==> src/csc_pkg.sv <==
// Purpose: constants and types of the clock source and start-up control
// Assumes: one 20 MHz clock, synchronous active-high reset
// Notes: fuse inputs are sampled while reset is held
//
// Functional notes
// - each unused clock domain except the watchdog can be stopped under sleep control.
// - core clock feeds registers, status, stack; stopped core does nothing.
// - peripheral clock feeds timers, serial, interrupts; some interrupts seen while stopped.
// - serial start condition detected while peripheral clock is stopped.
// - program-memory clock follows the core clock.
// - asynchronous timer/LCD domain keeps running while the device sleeps.
// - converter has its own domain, free of core and peripheral stops.
// - source fuses: 1xxx crystal, 011x low-freq crystal, 0010 RC, 0000 external.
// - fuse read as one is unprogrammed, zero is programmed.
// - wake from deep sleep counts start-up cycles of the selected source.
// - after reset add none, 4096 or 65536 watchdog oscillator cycles per setting.
// - unmodified fuses give RC source, start-up code 10, divide-by-eight.
// - programmed divide-by-eight fuse divides the internal oscillator by 8.
// - factory calibration loaded into the RC calibration register at reset.
// - watchdog oscillator still times the reset delay with RC selected.
// - RC wake 6 cycles; reset 14, 14+4.1 ms, 14+65 ms; code 11 reserved.
// - low-freq crystal wake 1K cycles for 0110, 32K for 0111.
`default_nettype none
package csc_pkg;
  typedef enum logic [1:0] {
    CSC_SRC_XTAL = 2'b00,
    CSC_SRC_LFXTAL = 2'b01,
    CSC_SRC_RC = 2'b10,
    CSC_SRC_EXT = 2'b11
  } csc_src_t;
  typedef enum logic [1:0] {
    CSC_ST_LOAD = 2'b00,
    CSC_ST_CK = 2'b01,
    CSC_ST_WD = 2'b10,
    CSC_ST_RUN = 2'b11
  } csc_state_t;
  // ==========================================================
  // fuse codes and values
  localparam logic [3:0] CSC_SRC_RC_CODE = 4'h2;
  localparam logic [3:0] CSC_SRC_EXT_CODE = 4'h0;
  localparam logic [2:0] CSC_SRC_LF_CODE = 3'h3;
  localparam logic [1:0] CSC_SUT_RESERVED = 2'h3;
  localparam logic [1:0] CSC_SUT_SAFE = 2'h2;
  localparam logic [3:0] CSC_FUSE_SRC_DEFAULT = 4'h2;
  localparam logic [1:0] CSC_FUSE_SUT_DEFAULT = 2'h2;
  localparam logic CSC_FUSE_PROGRAMMED = 1'b0;
  // ==========================================================
  // timing counts
  localparam logic [15:0] CSC_RESET_CK = 16'h000e;
  localparam logic [15:0] CSC_RC_WAKE_CK = 16'h0006;
  localparam logic [15:0] CSC_XT_SHORT_CK = 16'h0102;
  localparam logic [15:0] CSC_WAKE_1K_CK = 16'h0400;
  localparam int unsigned CSC_WD_SHORT = 4096;
  localparam int unsigned CSC_WD_LONG = 65536;
  localparam int unsigned CSC_LF_WAKE_LONG = 32768;
  localparam int unsigned CSC_XT_WAKE_LONG = 16384;
  localparam logic [2:0] CSC_DIV8_LAST = 3'h7;
  // ==========================================================
  // register map, byte offsets
  localparam logic [3:0] CSC_REG_CTRL = 4'h0;
  localparam logic [3:0] CSC_REG_CAL = 4'h4;
  localparam logic [3:0] CSC_REG_STATUS = 4'h8;
  localparam logic [3:0] CSC_REG_FLAGS = 4'hc;
  localparam int CSC_CTRL_CPU_STOP = 0;
  localparam int CSC_CTRL_IO_STOP = 1;
  localparam int CSC_CTRL_ADC_STOP = 2;
  localparam int CSC_CTRL_ASY_STOP = 3;
  localparam int CSC_CTRL_DEEP = 4;
  localparam logic [4:0] CSC_CTRL_RESET = 5'h00;
endpackage
`default_nettype wire

==> src/csc_start_if.sv <==
// Purpose: decoded fuse settings and start-up timer handshake
// Assumes: all signals on the system clock
// Notes: decoder drives settings, top drives the wake request
`default_nettype none
interface csc_start_if;
  csc_pkg::csc_src_t src;
  logic div8;
  logic [15:0] reset_ck;
  logic [16:0] reset_wd;
  logic [15:0] wake_ck;
  logic go_wake;
  logic ready;
  modport dec (output src, div8, reset_ck, reset_wd, wake_ck);
  modport tmr (input reset_ck, reset_wd, wake_ck, go_wake, output ready);
  modport top (input src, div8, ready, output go_wake);
endinterface
`default_nettype wire

==> src/csc_fuse_decode.sv <==
// Purpose: decode source, start-up and prescale fuses
// Assumes: fuse values stable after reset
// Notes: reserved codes map to the RC source and longest delay
`default_nettype none
module csc_fuse_decode #(
  parameter int unsigned WD_SHORT = csc_pkg::CSC_WD_SHORT,
  parameter int unsigned WD_LONG = csc_pkg::CSC_WD_LONG,
  parameter int unsigned LF_WAKE_LONG = csc_pkg::CSC_LF_WAKE_LONG,
  parameter int unsigned XT_WAKE_LONG = csc_pkg::CSC_XT_WAKE_LONG
) (
  // fuses
  input wire logic [3:0] src_fuse_i,
  input wire logic [1:0] sut_fuse_i,
  input wire logic div8_fuse_i,
  // settings
  csc_start_if.dec st
);
  // ==========================================================
  // decode
  wire is_xt = src_fuse_i[3];
  wire is_lf = src_fuse_i[3:1] == csc_pkg::CSC_SRC_LF_CODE;
  wire is_ext = src_fuse_i == csc_pkg::CSC_SRC_EXT_CODE;
  wire [1:0] sut_safe = (sut_fuse_i == csc_pkg::CSC_SUT_RESERVED) ?
    csc_pkg::CSC_SUT_SAFE : sut_fuse_i;
  wire [2:0] xt_idx = {src_fuse_i[0], sut_fuse_i};
  wire [1:0] wd_kind = is_xt ? 2'(({1'b0, xt_idx} + 4'h1) % 4'h3) : sut_safe;
  // 0 none, 1 short, 2 long
  function automatic logic [16:0] wd_count(input logic [1:0] kind);
    case (kind)
      2'h1: wd_count = 17'(WD_SHORT);
      2'h2: wd_count = 17'(WD_LONG);
      default: wd_count = 17'h0_0000;
    endcase
  endfunction
  assign st.src = is_xt ? csc_pkg::CSC_SRC_XTAL :
    is_lf ? csc_pkg::CSC_SRC_LFXTAL :
    is_ext ? csc_pkg::CSC_SRC_EXT : csc_pkg::CSC_SRC_RC;
  assign st.div8 = div8_fuse_i == csc_pkg::CSC_FUSE_PROGRAMMED;
  assign st.reset_ck = csc_pkg::CSC_RESET_CK;
  assign st.reset_wd = wd_count(wd_kind);
  assign st.wake_ck = is_xt ? ((xt_idx < 3'h2) ? csc_pkg::CSC_XT_SHORT_CK :
      (xt_idx < 3'h5) ? csc_pkg::CSC_WAKE_1K_CK : 16'(XT_WAKE_LONG)) :
    is_lf ? (src_fuse_i[0] ? 16'(LF_WAKE_LONG) :
      csc_pkg::CSC_WAKE_1K_CK) : csc_pkg::CSC_RC_WAKE_CK;
endmodule
`default_nettype wire

==> src/csc_startup_timer.sv <==
// Purpose: count start-up clock cycles, then watchdog oscillator cycles
// Assumes: wd_tick_i is a one-cycle pulse per watchdog oscillator cycle
// Notes: ready drops while any count is running
`default_nettype none
module csc_startup_timer (
  // clock and reset
  input wire logic clk_i,
  input wire logic rst_i,
  // watchdog oscillator
  input wire logic wd_tick_i,
  // settings and handshake
  csc_start_if.tmr st
);
  csc_pkg::csc_state_t state;
  csc_pkg::csc_state_t next_state;
  logic [15:0] ck_left;
  logic [16:0] wd_left;
  logic [15:0] next_ck_left;
  logic [16:0] next_wd_left;
  // ==========================================================
  // next state
  always_comb
  begin
    next_state = state;
    next_ck_left = ck_left;
    next_wd_left = wd_left;
    case (state)
      csc_pkg::CSC_ST_LOAD:
      begin
        next_state = csc_pkg::CSC_ST_CK;
        next_ck_left = st.reset_ck;
        next_wd_left = st.reset_wd;
      end
      csc_pkg::CSC_ST_CK:
      begin
        next_ck_left = ck_left - 16'h0001;
        if (ck_left <= 16'h0001)
          next_state = (wd_left == 17'h0_0000) ?
            csc_pkg::CSC_ST_RUN : csc_pkg::CSC_ST_WD;
      end
      csc_pkg::CSC_ST_WD:
      begin
        if (wd_tick_i)
        begin
          next_wd_left = wd_left - 17'h0_0001;
          if (wd_left == 17'h0_0001)
            next_state = csc_pkg::CSC_ST_RUN;
        end
      end
      csc_pkg::CSC_ST_RUN:
      begin
        if (st.go_wake)
        begin
          next_state = csc_pkg::CSC_ST_CK;
          next_ck_left = st.wake_ck;
          next_wd_left = 17'h0_0000;
        end
      end
      default: next_state = csc_pkg::CSC_ST_LOAD;
    endcase
  end
  // ==========================================================
  // state
  always_ff @(posedge clk_i)
  begin
    if (rst_i)
    begin
      state <= csc_pkg::CSC_ST_LOAD;
      ck_left <= 16'h0000;
      wd_left <= 17'h0_0000;
    end
    else
    begin
      state <= next_state;
      ck_left <= next_ck_left;
      wd_left <= next_wd_left;
    end
  end
  assign st.ready = state == csc_pkg::CSC_ST_RUN;
endmodule
`default_nettype wire

==> src/csc_clock_ctrl.sv <==
// Purpose: clock source decode, start-up timing and domain gating
// Assumes: classic Wishbone slave, two wait states per access
// Notes: gate outputs are per-cycle enables for each domain
//
// Local design decisions: the register addresses and the Wishbone register port.
`default_nettype none
module csc_clock_ctrl #(
  parameter int unsigned WD_SHORT = csc_pkg::CSC_WD_SHORT,
  parameter int unsigned WD_LONG = csc_pkg::CSC_WD_LONG,
  parameter int unsigned LF_WAKE_LONG = csc_pkg::CSC_LF_WAKE_LONG,
  parameter int unsigned XT_WAKE_LONG = csc_pkg::CSC_XT_WAKE_LONG
) (
  // clock and reset
  input wire logic SYS_CLK_I,
  input wire logic RST_I,
  // wishbone slave
  input wire logic CYC_I,
  input wire logic STB_I,
  input wire logic WE_I,
  input wire logic [3:0] ADR_I,
  input wire logic [3:0] SEL_I,
  input wire logic [31:0] DAT_I,
  output logic [31:0] DAT_O,
  output logic ACK_O,
  // fuses and factory calibration
  input wire logic [3:0] SRC_FUSE_I,
  input wire logic [1:0] SUT_FUSE_I,
  input wire logic DIV8_FUSE_I,
  input wire logic [7:0] CAL_BYTE_I,
  // watchdog oscillator tick and wake sources
  input wire logic WD_TICK_I,
  input wire logic WAKE_I,
  input wire logic EXT_INT_I,
  input wire logic SERIAL_START_I,
  // domain enables
  output logic CPU_CLK_EN_O,
  output logic FLASH_CLK_EN_O,
  output logic IO_CLK_EN_O,
  output logic ADC_CLK_EN_O,
  output logic ASY_CLK_EN_O,
  output logic WD_CLK_EN_O,
  // oscillator control
  output logic [1:0] SRC_SEL_O,
  output logic [7:0] RC_CAL_O,
  output logic READY_O
);
  csc_start_if st ();
  logic [3:0] src_fuse;
  logic [1:0] sut_fuse;
  logic div8_fuse;
  logic [4:0] ctrl;
  logic [7:0] rc_cal;
  logic [1:0] flags;
  logic [2:0] div_cnt;
  logic ack;
  logic [31:0] rdata;
  logic wake_req;
  // ==========================================================
  // fuse capture during reset
  always_ff @(posedge SYS_CLK_I)
  begin
    if (RST_I)
    begin
      src_fuse <= SRC_FUSE_I;
      sut_fuse <= SUT_FUSE_I;
      div8_fuse <= DIV8_FUSE_I;
    end
  end
  csc_fuse_decode #(
    .WD_SHORT(WD_SHORT),
    .WD_LONG(WD_LONG),
    .LF_WAKE_LONG(LF_WAKE_LONG),
    .XT_WAKE_LONG(XT_WAKE_LONG)
  ) u_dec (
    .src_fuse_i(src_fuse),
    .sut_fuse_i(sut_fuse),
    .div8_fuse_i(div8_fuse),
    .st(st.dec)
  );
  csc_startup_timer u_tmr (
    .clk_i(SYS_CLK_I),
    .rst_i(RST_I),
    .wd_tick_i(WD_TICK_I),
    .st(st.tmr)
  );
  // ==========================================================
  // bus decode
  // no second take while the answer still shows
  wire bus_req = CYC_I & STB_I & ~ack & ~ACK_O;
  wire bus_wr = bus_req & WE_I;
  wire hit_ctrl = ADR_I == csc_pkg::CSC_REG_CTRL;
  wire hit_cal = ADR_I == csc_pkg::CSC_REG_CAL;
  wire hit_status = ADR_I == csc_pkg::CSC_REG_STATUS;
  wire hit_flags = ADR_I == csc_pkg::CSC_REG_FLAGS;
  wire wr_ctrl = bus_wr & hit_ctrl & SEL_I[0];
  wire wr_cal = bus_wr & hit_cal & SEL_I[0];
  wire wr_flags = bus_wr & hit_flags & SEL_I[0];
  wire [31:0] status_word = {27'h000_0000, div8_fuse, st.div8,
    st.src, st.ready};
  wire [31:0] next_rdata = hit_ctrl ? {27'h000_0000, ctrl} :
    hit_cal ? {24'h00_0000, rc_cal} :
    hit_status ? status_word :
    hit_flags ? {30'h0000_0000, flags} : 32'h0000_0000;
  // ==========================================================
  // sleep and wake
  wire deep = ctrl[csc_pkg::CSC_CTRL_DEEP];
  wire io_halted = ctrl[csc_pkg::CSC_CTRL_IO_STOP] | deep;
  wire int_seen = io_halted & EXT_INT_I;
  wire start_seen = io_halted & SERIAL_START_I;
  wire [1:0] flag_set = {start_seen, int_seen};
  wire [1:0] next_flags = flag_set |
    (flags & ~(wr_flags ? DAT_I[1:0] : 2'h0));
  wire any_wake = WAKE_I | int_seen | start_seen;
  wire deep_wake = deep & any_wake & st.ready;
  wire [4:0] next_ctrl = any_wake ? {1'b0, ctrl[3:2], 2'h0} :
    wr_ctrl ? DAT_I[4:0] : ctrl;
  // ==========================================================
  // prescale
  wire rc_div = st.div8 & (st.src == csc_pkg::CSC_SRC_RC);
  wire [2:0] next_div_cnt = rc_div ? div_cnt + 3'h1 : 3'h0;
  wire sys_tick = ~rc_div | (div_cnt == csc_pkg::CSC_DIV8_LAST);
  // ==========================================================
  // gate decisions
  wire run = st.ready & sys_tick & ~wake_req;
  wire cpu_on = run & ~deep & ~ctrl[csc_pkg::CSC_CTRL_CPU_STOP];
  wire io_on = run & ~io_halted;
  wire adc_on = run & ~deep & ~ctrl[csc_pkg::CSC_CTRL_ADC_STOP];
  wire asy_on = ~ctrl[csc_pkg::CSC_CTRL_ASY_STOP];
  // ==========================================================
  // registers
  always_ff @(posedge SYS_CLK_I)
  begin
    if (RST_I)
    begin
      ctrl <= csc_pkg::CSC_CTRL_RESET;
      rc_cal <= CAL_BYTE_I;
      flags <= 2'h0;
      div_cnt <= 3'h0;
      ack <= 1'b0;
      rdata <= 32'h0000_0000;
      wake_req <= 1'b0;
    end
    else
    begin
      ctrl <= next_ctrl;
      if (wr_cal)
        rc_cal <= DAT_I[7:0];
      flags <= next_flags;
      div_cnt <= next_div_cnt;
      ack <= bus_req;
      rdata <= bus_req ? next_rdata : 32'h0000_0000;
      wake_req <= deep_wake;
    end
  end
  assign st.go_wake = wake_req;
  // ==========================================================
  // registered outputs
  always_ff @(posedge SYS_CLK_I)
  begin
    if (RST_I)
    begin
      CPU_CLK_EN_O <= 1'b0;
      FLASH_CLK_EN_O <= 1'b0;
      IO_CLK_EN_O <= 1'b0;
      ADC_CLK_EN_O <= 1'b0;
      ASY_CLK_EN_O <= 1'b0;
      WD_CLK_EN_O <= 1'b0;
      SRC_SEL_O <= csc_pkg::CSC_SRC_RC;
      RC_CAL_O <= 8'h00;
      READY_O <= 1'b0;
      DAT_O <= 32'h0000_0000;
      ACK_O <= 1'b0;
    end
    else
    begin
      CPU_CLK_EN_O <= cpu_on;
      FLASH_CLK_EN_O <= cpu_on;
      IO_CLK_EN_O <= io_on;
      ADC_CLK_EN_O <= adc_on;
      ASY_CLK_EN_O <= asy_on;
      WD_CLK_EN_O <= WD_TICK_I;
      SRC_SEL_O <= st.src;
      RC_CAL_O <= rc_cal;
      READY_O <= st.ready & ~wake_req;
      DAT_O <= rdata;
      ACK_O <= ack;
    end
  end
endmodule
`default_nettype wire

==> config.mk <==
export PLATFORM = sky130hd
export DESIGN_NAME = csc_clock_ctrl
export DESIGN_NICKNAME = d
export VERILOG_FILES = /design/src/csc_pkg.sv /design/src/csc_start_if.sv /design/src/csc_fuse_decode.sv /design/src/csc_startup_timer.sv /design/src/csc_clock_ctrl.sv
export SDC_FILE = /design/constraint.sdc
export NUM_CORES = 1
export LEC_CHECK = 0
export BUFFER_PORTS_ARGS = -buffer_cell sky130_fd_sc_hd__clkbuf_2
export CORE_AREA = 2 2 114 116
export CTS_CLUSTER_SIZE = 24
export DETAILED_ROUTE_END_ITERATION = 10
export DIE_AREA = 0 0 116 118
export PLACE_DENSITY = 0.67
export SLEW_MARGIN = 40
export SYNTH_ARGS = -nofsm -noshare
export SYNTH_HDL_FRONTEND = slang
export SYNTH_HIERARCHICAL = 1
export SYNTH_SLANG_ARGS = --single-unit
==> constraint.sdc <==
create_clock -name SYS_CLK_I -period 4.2 [get_ports SYS_CLK_I]
set_clock_uncertainty 0.05 [all_clocks]
set_input_delay 0.84 -clock SYS_CLK_I [delete_from_list [all_inputs] [get_ports SYS_CLK_I]]
set_output_delay 0.84 -clock SYS_CLK_I [all_outputs]
set_load 0.01 [all_outputs]
Word level (Yosys, flattened, before mapping)
Cells that the tools add are included.
{"block": "totals", "register_bits": 143}
{"block": "op_classes", "addsub": 4, "div": 1, "order_cmp": 3, "eq_ne": 17, "mux": 29, "bitwise_logic": 41, "n_reduce_logical": 16}
{"cell": "16-bit 2-to-1 mux", "count": 5}
{"cell": "17-bit one-hot mux with 3 select lines", "count": 1}
{"cell": "16-bit one-hot mux with 3 select lines", "count": 1}
{"cell": "17-bit 2-to-1 mux", "count": 2}
{"cell": "17-bit one-hot mux with 2 select lines", "count": 1}
{"cell": "8-bit 2-to-1 mux", "count": 3}
{"cell": "1-bit AND", "count": 22}
{"cell": "2-bit 2-to-1 mux", "count": 10}
{"cell": "17-bit by 1-bit equality test with 1-bit output (second input constant)", "count": 1}
{"cell": "17-bit zero test", "count": 1}
{"cell": "17-bit by 1-bit subtractor with 17-bit output (second input constant)", "count": 1}
{"cell": "16-bit by 1-bit less-or-equal comparator with 1-bit output (second input constant)", "count": 1}
{"cell": "16-bit by 1-bit subtractor with 16-bit output (second input constant)", "count": 1}
{"cell": "15-bit 2-to-1 mux", "count": 1}
{"cell": "1-bit inverter", "count": 12}
{"cell": "2-bit equality test (second input constant)", "count": 5}
{"cell": "5-bit 2-to-1 mux", "count": 2}
{"cell": "4-bit equality test (second input constant)", "count": 2}
{"cell": "4-bit zero test", "count": 2}
{"cell": "2-bit one-hot mux with 4 select lines", "count": 1}
{"cell": "2-bit by 1-bit != test with 1-bit output (second input constant)", "count": 3}
{"cell": "3-bit nonzero test", "count": 2}
{"cell": "2-bit OR reduction", "count": 3}
{"cell": "5-bit OR reduction", "count": 1}
{"cell": "other kinds (21)", "count": 27}

Longest topological paths before layout
Gate-level depths: netlist (run 1).
{"block": "logic_depth", "ltp_word": 12, "mapped_depth": 14}

Hierarchy
The synthesis (run 1) kept the hierarchy.
{"mod": "csc_startup_timer", "instances": 1, "cells_each": 322, "area_each_um2": 2431.1}
{"mod": "csc_clock_ctrl", "instances": 1, "cells_each": 205, "area_each_um2": 2329.7}
{"mod": "csc_fuse_decode", "instances": 1, "cells_each": 100, "area_each_um2": 719.4}

Worst setup path before layout (run 1)
No wires, ideal clock.
{"block": "synth_path", "path_type": "register -> register", "startpoint": "register sut_fuse[0]", "endpoint": "register u_tmr.wd_left[16]", "arrival_ns": 2.936, "t_required_ns": 4.075, "setup_slack_ns": 1.139, "path_stages_with_launch": 15, "n_path_buf": 0, "synth_period_minus_slack_ns": 3.061, "path_cell_list": "edfxtp_1 -> ha_1 -> inv_1 -> o211ai_1 -> o21ai_0 -> ha_1 -> and2b_2 -> mux2_4 -> and4b_1 -> or4_4 -> a211oi_2 -> nand2_1 -> nand2_1 -> o21ai_0 -> a31oi_1"}
{"block": "synth_via", "elab_chain_len": 6}
{"element": "start: declaration", "line_no": "csc_clock_ctrl.sv:49", "source": "logic [1:0] sut_fuse;"}
{"element": "start signal: assignment", "line_no": "csc_clock_ctrl.sv:65", "source": "sut_fuse <= SUT_FUSE_I;"}
{"element": "3-bit by 1-bit adder with 4-bit output / 2-bit equality test (equally long branches)", "line_no": "csc_fuse_decode.sv:26, csc_fuse_decode.sv:23"}
{"element": "4-bit by 2-bit remainder unit with 4-bit output / 2-bit 2-to-1 mux (equally long branches)", "line_no": "csc_fuse_decode.sv:26, csc_fuse_decode.sv:23"}
{"element": "2-bit 2-to-1 mux *", "line_no": "csc_fuse_decode.sv:26", "source": "wire [1:0] wd_kind = is_xt ? 2'(({1'b0, xt_idx} + 4'h1) % 4'h3) : sut_safe;"}
{"element": "2-bit equality test / 2-bit by 1-bit equality test with 1-bit output (equally long branches)", "line_no": "csc_fuse_decode.sv:29", "source": "case (kind)"}
{"element": "17-bit one-hot mux with 2 select lines *", "line_no": "csc_fuse_decode.sv:29"}
{"element": "via st.reset_wd[16]", "line_no": "csc_start_if.sv:9", "source": "logic [16:0] reset_wd;"}
{"element": "17-bit one-hot mux with 3 select lines *", "line_no": "csc_startup_timer.sv:27", "source": "case (state)"}
{"element": "end signal: assignment", "line_no": "csc_startup_timer.sv:76", "source": "wd_left <= next_wd_left;"}
{"element": "end: declaration", "line_no": "csc_startup_timer.sv:17", "source": "logic [16:0] wd_left;"}
The timed path passes the listed nets; every way through them passes the cells marked *.
A chain may end at the register's enable or synchronous reset.

Worst setup path in the final report (run 1)
{"block": "layout_path", "startpoint": "register sut_fuse[1]", "endpoint": "register u_tmr.wd_left[16]"}
The elaborated chain is that of the path after synthesis.

==> results of run 1 <==
flip-flops by register name, indices dropped and copies added, names as in the netlist, 2 cells and up:
| name | flops |
|---|---|
| DAT_O | 8 |
| RC_CAL_O | 8 |
| SRC_SEL_O | 2 |
| ctrl | 5 |
| div_cnt | 3 |
| flags | 2 |
| rc_cal | 8 |
| rdata | 8 |
| src_fuse | 4 |
| sut_fuse | 2 |
| u_tmr/ck_left | 16 |
| u_tmr/state | 2 |
| u_tmr/wd_left | 17 |
cells in the final DEF, fill, tap and decap left out, types with 6 or more instances in the layout:
cell type,synthesis,routed
dfxtp_1,80,80
conb_1,3,65
clkbuf_2,0,62
nand2_1,53,53
nor2_1,54,53
o21ai_0,36,36
a21oi_1,29,29
nor2b_1,28,28
inv_1,18,18
nor3_1,17,16
ha_1,15,15
edfxtp_1,15,15
a22oi_1,15,15
o31ai_1,10,10
nand4_1,9,9
clkbuf_16,0,9
buf_4,69,8
nand3_1,8,8
nor4_1,7,7
or4_1,7,7
nor3b_1,7,7
and2_1,6,6
o41ai_1,6,6
a221oi_1,6,6
per-layer routing:
| metal | wire, µm | GRT usage | vias up |
|---|---|---|---|
| li1 | - | - | 2220 |
| met1 | 5390 | 0.244 | 2066 |
| met2 | 5630 | 0.276 | 157 |
| met3 | 745 | 0.0376 | 17 |
| met4 | 256 | 0.0781 | 0 |
| met5 | 0 | 0 | - |
critical path: stages, from the launching register on:
cell	delay, ns
edfxtp_1	0.51
ha_1	0.36
inv_1	0.11
o211ai_1	0.10
o21ai_0	0.11
ha_1	0.32
and2b_2	0.21
mux2_4	0.27
and4b_1	0.19
or4_4	0.54
a211oi_2	0.20
nand2_1	0.07
nand2_1	0.07
o21ai_0	0.07
a31oi_1	0.18
how the worst max path moves through the flow:
| stage | start | to | cells after the start |
|---|---|---|---|
| floorplan | sut_fuse[0] | u_tmr/wd_left[16] | 14 |
| global placement | sut_fuse[0] | u_tmr/wd_left[16] | 14 |
| detailed placement | sut_fuse[1] | u_tmr/wd_left[16] | 14 |
| CTS | sut_fuse[1] | u_tmr/wd_left[16] | 14 |
| global route | sut_fuse[1] | u_tmr/wd_left[16] | 14 |
| finish | sut_fuse[1] | u_tmr/wd_left[16] | 14 |
logic make-up (layout without fill, tap and decap cells):
group	after synthesis	after routing	synth area share
and+or+nand+nor	235	235	0.238
DFF	95	95	0.374
other	3	65	0.00205
buffers and inverters	117	104	0.137
AOI/OAI and AO/OA	148	148	0.187
adders and majority gates	15	15	0.0342
muxes	10	10	0.0203
xor gates and xnor gates	4	4	0.00639
where the power goes:
group / switching [mW] / internal (mW)
sequential: 0.198 / 1.09
clock: 0.384 / 0.413
combinational: 0.851 / 0.554
total: 1.43 / 2.06
stage by stage:
step / area (µm²) / setup WS [ns] / hold slack, ns
final: 5910 / 0.776 / 0.390
after global routing: 5910 / 0.538 / 0.407
after CTS: 5910 / 0.817 / 0.391
after detailed placement: 5620 / 0.851 / 0.376
after global placement: 5620 / 0.939 / 0.357
after floorplan: 5710 / 1.14 / 0.348
cell type report:
type / instances / area (µm²) / share of cell area
Tap cell: 172 / 215 / 0.0364
Clock buffer: 9 / 225 / 0.0381
Timing Repair Buffer: 70 / 370 / 0.0627
Clock inverter: 7 / 60.1 / 0.0102
Multi-Input combinational cell: 477 / 2920 / 0.494
Sequential cell: 95 / 2050 / 0.347
Inverter: 18 / 67.6 / 0.0114
==> flow_summary_export.csv, run 1 <==
group,metric,value,unit
sta,min_period,3.42,ns
synthesis,synth.most_common_cell,"dfxtp_1",
grt,grt_first_pass_wirelength,19900,µm
synthesis,synth.top_cell.area_share,0.292,
worst_hold_path,hp-class,"flip-flop to flip-flop",
critical_path,reg2reg_depth,14,
route,drt_wl_total,12000,µm
floorplanning,initial_core_util,0.441,
sta,drv_slew,0,
clock_tree,post-cts-setup-buffers,0,
synthesis,yosysWarnings,6,
route,wl_per_cell,14.2,µm
sta,rsz0062_at_grt,"no",
clock_tree,hold_buffers,0,
grt,grt_overflow,0,
synthesis,syn_area,5480,µm²
sta,max_slew_margin,0.509,
sta,min_period_over_period,0.815,
sta,finalSetupViolations,0,
layout,fin_nets,750,
layout,fin_util,0.476,
synthesis,ys_seq_elements,95,
placement,dp.cells,832,
clock_tree,numCtsBuffers,9,
pwr,p_leak,2.55,nW
clock_tree,htree_levels,3,
layout,fillCellCount,1192,
synthesis,ys_top_cells_by_area,"dfxtp_1 29%, buf_4 9.5%, edfxtp_1 8.2%",
critical_path,critical_path_class,"flip-flop to flip-flop",
route,first_pass_iters,5,
route,avgViaCountPerCell,5.26,
grt,globalRouteTotalUtil,0.180,
layout,diodes,0,
clock_tree,clk_path_buf_depth,2,
critical_path,cp-start-kind,"flip-flop",
layout,layout.cells.non_filler,848,
floorplanning,die_y,118,µm
clock_tree,ctsResizeCount,0,
critical_path,required,4.43,ns
sta,max_freq,292,MHz
floorplanning,die_area,13700,µm²
route,drcViolationCount,0,
critical_path,critPathArrivalTime,3.65,ns
floorplanning,core-area,12400,µm²
critical_path,reg2reg_to,"u_tmr/wd_left[16]",
synthesis,syn_area_per_cell,8.74,µm²
floorplanning,fp-row-count,41,
worst_hold_path,min_to,"div_cnt[0]",
status,status,"complete, no violations",
sta,hold_viol_final,0,
synthesis,synth_common_cells,"80 x dfxtp_1, 69 x buf_4, 54 x nor2_1",
sta,tns,0,ns
critical_path,path_max_fanout,8,
clock_tree,root_buffer,"clkbuf_16",
critical_path,end_kind,"flip-flop",
grt,grt_max_degree,31,
synthesis,ys_types,75,
pwr,peakVddDrop,0.000293,V
grt,grt_pass1_vias,4180,
clock_tree,clk_latency,0.35,ns
route,drtIter0Drc,255,
layout,syn_to_final_growth,7.76,%
route,antenna_left,0,
critical_path,r2r_start,"sut_fuse[1]",
grt,antenna_found_initial,0,
run,maxCapViolations,0,
route,num_vias,4460,
clock_tree,clock_sinks,95,
worst_hold_path,min_path_cells,1,
placement,port_buffers,62,
synthesis,synthArstFlopShare,0,
pwr,fin_total_pwr,3.49,mW
worst_hold_path,hp-start,"div_cnt[0]",
floorplanning,io_pins,114,
clock_tree,cts_tree,"yes",
synthesis,synth_cells,627,
synthesis,synth_edf_count,15,
synthesis,synth_top_area_cell,"dfxtp_1",
synthesis,ys_seq_area_frac,0.374,
pwr,powerDensity,591,nW/µm²
placement,place_congestion,0.819,
sta,worst_pin_slew,0.736,ns
placement,dp_hpwl,8420,µm
clock_tree,clk_pin_slew,0.07,ns
synthesis,synth-main-ff-cell,"dfxtp_1",
layout,drive_above_1_share,0.172,
floorplanning,die_x,116,µm
critical_path,reg2reg_slack,0.78,ns
Power figures use the tool's default switching activity.
==> run 2, diff against run 1 <==
ABC_AREA = 1   (was unset)
CORE_AREA = 2 2 117 119   (was 2 2 114 116)
DIE_AREA = 0 0 119 121   (was 0 0 116 118)
PLACE_DENSITY = 0.66   (was 0.67)
clock period = 3.2 ns   (was 4.2 ns; I/O delays follow)
==> run 2 against run 1 <==
Against the previous run: clock-buffer cell count stayed put; highest routed layer unchanged; global-route usage is 1.6 points lower; sequential cell count stayed put; via count is 1.6% higher; area after synthesis is 5.0% higher; worst hold slack worse by 0.039 ns; utilization hardly changed; combinational power is 69% higher.
==> flow_summary_export.csv, run 2 <==
group,metric,value,unit
status,status,"complete, no violations",
clock_tree,ctsResizeCount,0,
synthesis,synth_common_cells,"110 x nand2_1, 94 x inv_1, 80 x dfxtp_1",
synthesis,syn_area_per_cell,7.57,µm²
layout,syn_to_final_growth,8.09,%
clock_tree,post-cts-setup-buffers,0,
synthesis,synth_edf_count,15,
clock_tree,root_buffer,"clkbuf_16",
critical_path,end_kind,"flip-flop",
layout,top_regs,"u_tmr/wd_left (17), u_tmr/ck_left (16)",
clock_tree,numCtsBuffers,9,
clock_tree,clock_sinks,95,
sta,tns,0,ns
synthesis,synth.top_cell.area_share,0.278,
clock_tree,cts_tree,"yes",
run,maxCapViolations,0,
route,wl_per_cell,11.3,µm
grt,grt_pass1_vias,4168,
pwr,powerDensity,834,nW/µm²
layout,final_common_cell,"nand2_1",
synthesis,ys_top_cells_by_area,"dfxtp_1 28%, buf_4 9.0%, edfxtp_1 7.8%",
clock_tree,htree_levels,3,
sta,max_freq,403,MHz
route,drt_wl_total,11200,µm
floorplanning,fp-row-count,42,
pwr,p_sw,2.31,mW
critical_path,critical_path_class,"flip-flop to flip-flop",
critical_path,path_max_fanout,6,
floorplanning,io_pins,114,
critical_path,r2r_start,"sut_fuse[0]",
clock_tree,hold_buffers,0,
sta,drv_slew,0,
synthesis,yosysWarnings,6,
sta,finalSetupViolations,0,
synthesis,synthArstFlopShare,0,
sta,hold_viol_final,0,
grt,grt_first_pass_wirelength,19200,µm
clock_tree,clk_latency,0.36,ns
floorplanning,die_x,119,µm
pwr,combPwrFrac,0.454,
sta,worst_pin_slew,0.596,ns
synthesis,ys_seq_area_frac,0.356,
synthesis,synth_top_area_cell,"dfxtp_1",
synthesis,synth_cells,760,
sta,max_slew_margin,0.602,
floorplanning,core-area,13100,µm²
critical_path,critPathArrivalTime,2.73,ns
grt,globalRouteTotalUtil,0.164,
worst_hold_path,hp-start,"rdata[6]",
route,avgViaCountPerCell,4.55,
pwr,pwr-share-clk,0.211,
pwr,peakVddDrop,0.000391,V
route,num_vias,4530,
layout,layout_common_cells,"110 x nand2_1, 94 x inv_1, 80 x dfxtp_1, 74 x nor2_1, 65 x conb_1",
pwr,internal_power,2.88,mW
sta,holdWs,0.352,ns
route,antenna_left,0,
floorplanning,initial_core_util,0.440,
layout,diodes,0,
route,drtIter0Drc,216,
clock_tree,clk_pin_slew,0.07,ns
route,first_pass_iters,5,
placement,dp_hpwl,8230,µm
floorplanning,die_y,121,µm
critical_path,startpoint,"sut_fuse[0]",
worst_hold_path,hp-class,"flip-flop to flip-flop",
clock_tree,clk_path_buf_depth,2,
layout,fin_nets,893,
sta,min_period,2.48,ns
pwr,p_leak,2.96,nW
floorplanning,die_area,14400,µm²
placement,place_congestion,0.823,
placement,port_buffers,62,
grt,grt_max_degree,30,
route,drcViolationCount,0,
layout,largest_register_ffs,17,
critical_path,cp-start-kind,"flip-flop",
pwr,p_seq_frac,0.335,
synthesis,synth-main-ff-cell,"dfxtp_1",
pwr,swShare,0.445,
layout,drive_above_1_share,0.221,
synthesis,ys_seq_elements,95,
grt,antenna_found_initial,0,
critical_path,required,3.45,ns
grt,grt_overflow,0,
layout,top_register,"u_tmr/wd_left",
sta,rsz0062_at_grt,"no",
synthesis,syn_area,5760,µm²
synthesis,ys_types,49,
synthesis,synth.most_common_cell,"nand2_1",
sta,min_period_over_period,0.775,
## run 2: per-layer routing
layer  GRT usage  part of all wire
met5           0                 0
met1       0.207              0.48
met4      0.0789             0.021
met3      0.0329             0.041
met2       0.269              0.46
## run 2: final cells by class
| type | count | area (µm²) |
|---|---|---|
| Fill cell | 1337 | 6860 |
| Multi-Input combinational cell | 532 | 2870 |
| Sequential cell | 95 | 2050 |
| Inverter | 107 | 415 |
| Timing Repair Buffer | 69 | 363 |
| Clock buffer | 9 | 225 |
| Tap cell | 176 | 220 |
| Clock inverter | 7 | 73.8 |
## run 2: power groups by stage
| stage | Clock, mW | Combinational (mW) | Sequential (mW) |
|---|---|---|---|
| floorplan | 0 | 2.11 | 1.71 |
| global placement | 0 | 2.33 | 1.76 |
| detailed placement | 0 | 2.36 | 1.76 |
| CTS | 1.12 | 2.37 | 1.74 |
| global route | 1.17 | 2.70 | 1.78 |
| finish | 1.10 | 2.36 | 1.74 |
## run 2: logic make-up (layout without fill, tap and decap cells)
family,Yosys count,in the layout,synth area share
AOI/OAI and AO/OA,137,137,0.151
adders and majority gates,15,15,0.0326
buffers and inverters,195,192,0.185
DFF,95,95,0.356
other,3,65,0.00196
and+or+nand+nor,315,315,0.273
## run 2: final timing paths
kind	end	slack, ns	depth (start not counted)
min	DAT_O[6]	0.35	2
max	u_tmr/wd_left[12]	0.72	17
max reg2reg	u_tmr/wd_left[12]	0.72	17
min reg2reg	DAT_O[6]	0.35	2
## run 2: through the flow
step	cells	area, µm²	total power [mW]	setup slack (ns)	util
floorplan	822	5990	3.82	1.08	-
global placement	979	5920	4.09	0.775	0.453
detailed placement	979	5920	4.12	0.728	0.453
CTS	995	6220	5.23	0.714	0.476
global route	995	6220	5.65	0.554	0.476
finish	995	6220	5.19	0.721	0.476
## run 2: critical path, stage by stage, from the launching register on
cell and delay, ns:
edfxtp_1 0.48, ha_1 0.31, nand2_1 0.14, nand3_2 0.09
nand2_1 0.10, nand2_1 0.06, nand2_1 0.07, inv_1 0.04
ha_1 0.16, inv_1 0.05, nand2_1 0.04, inv_1 0.09
nand3_1 0.09, nand3_1 0.09, nand2_1 0.07, nor2_1 0.26
a21oi_2 0.09, a21oi_2 0.13
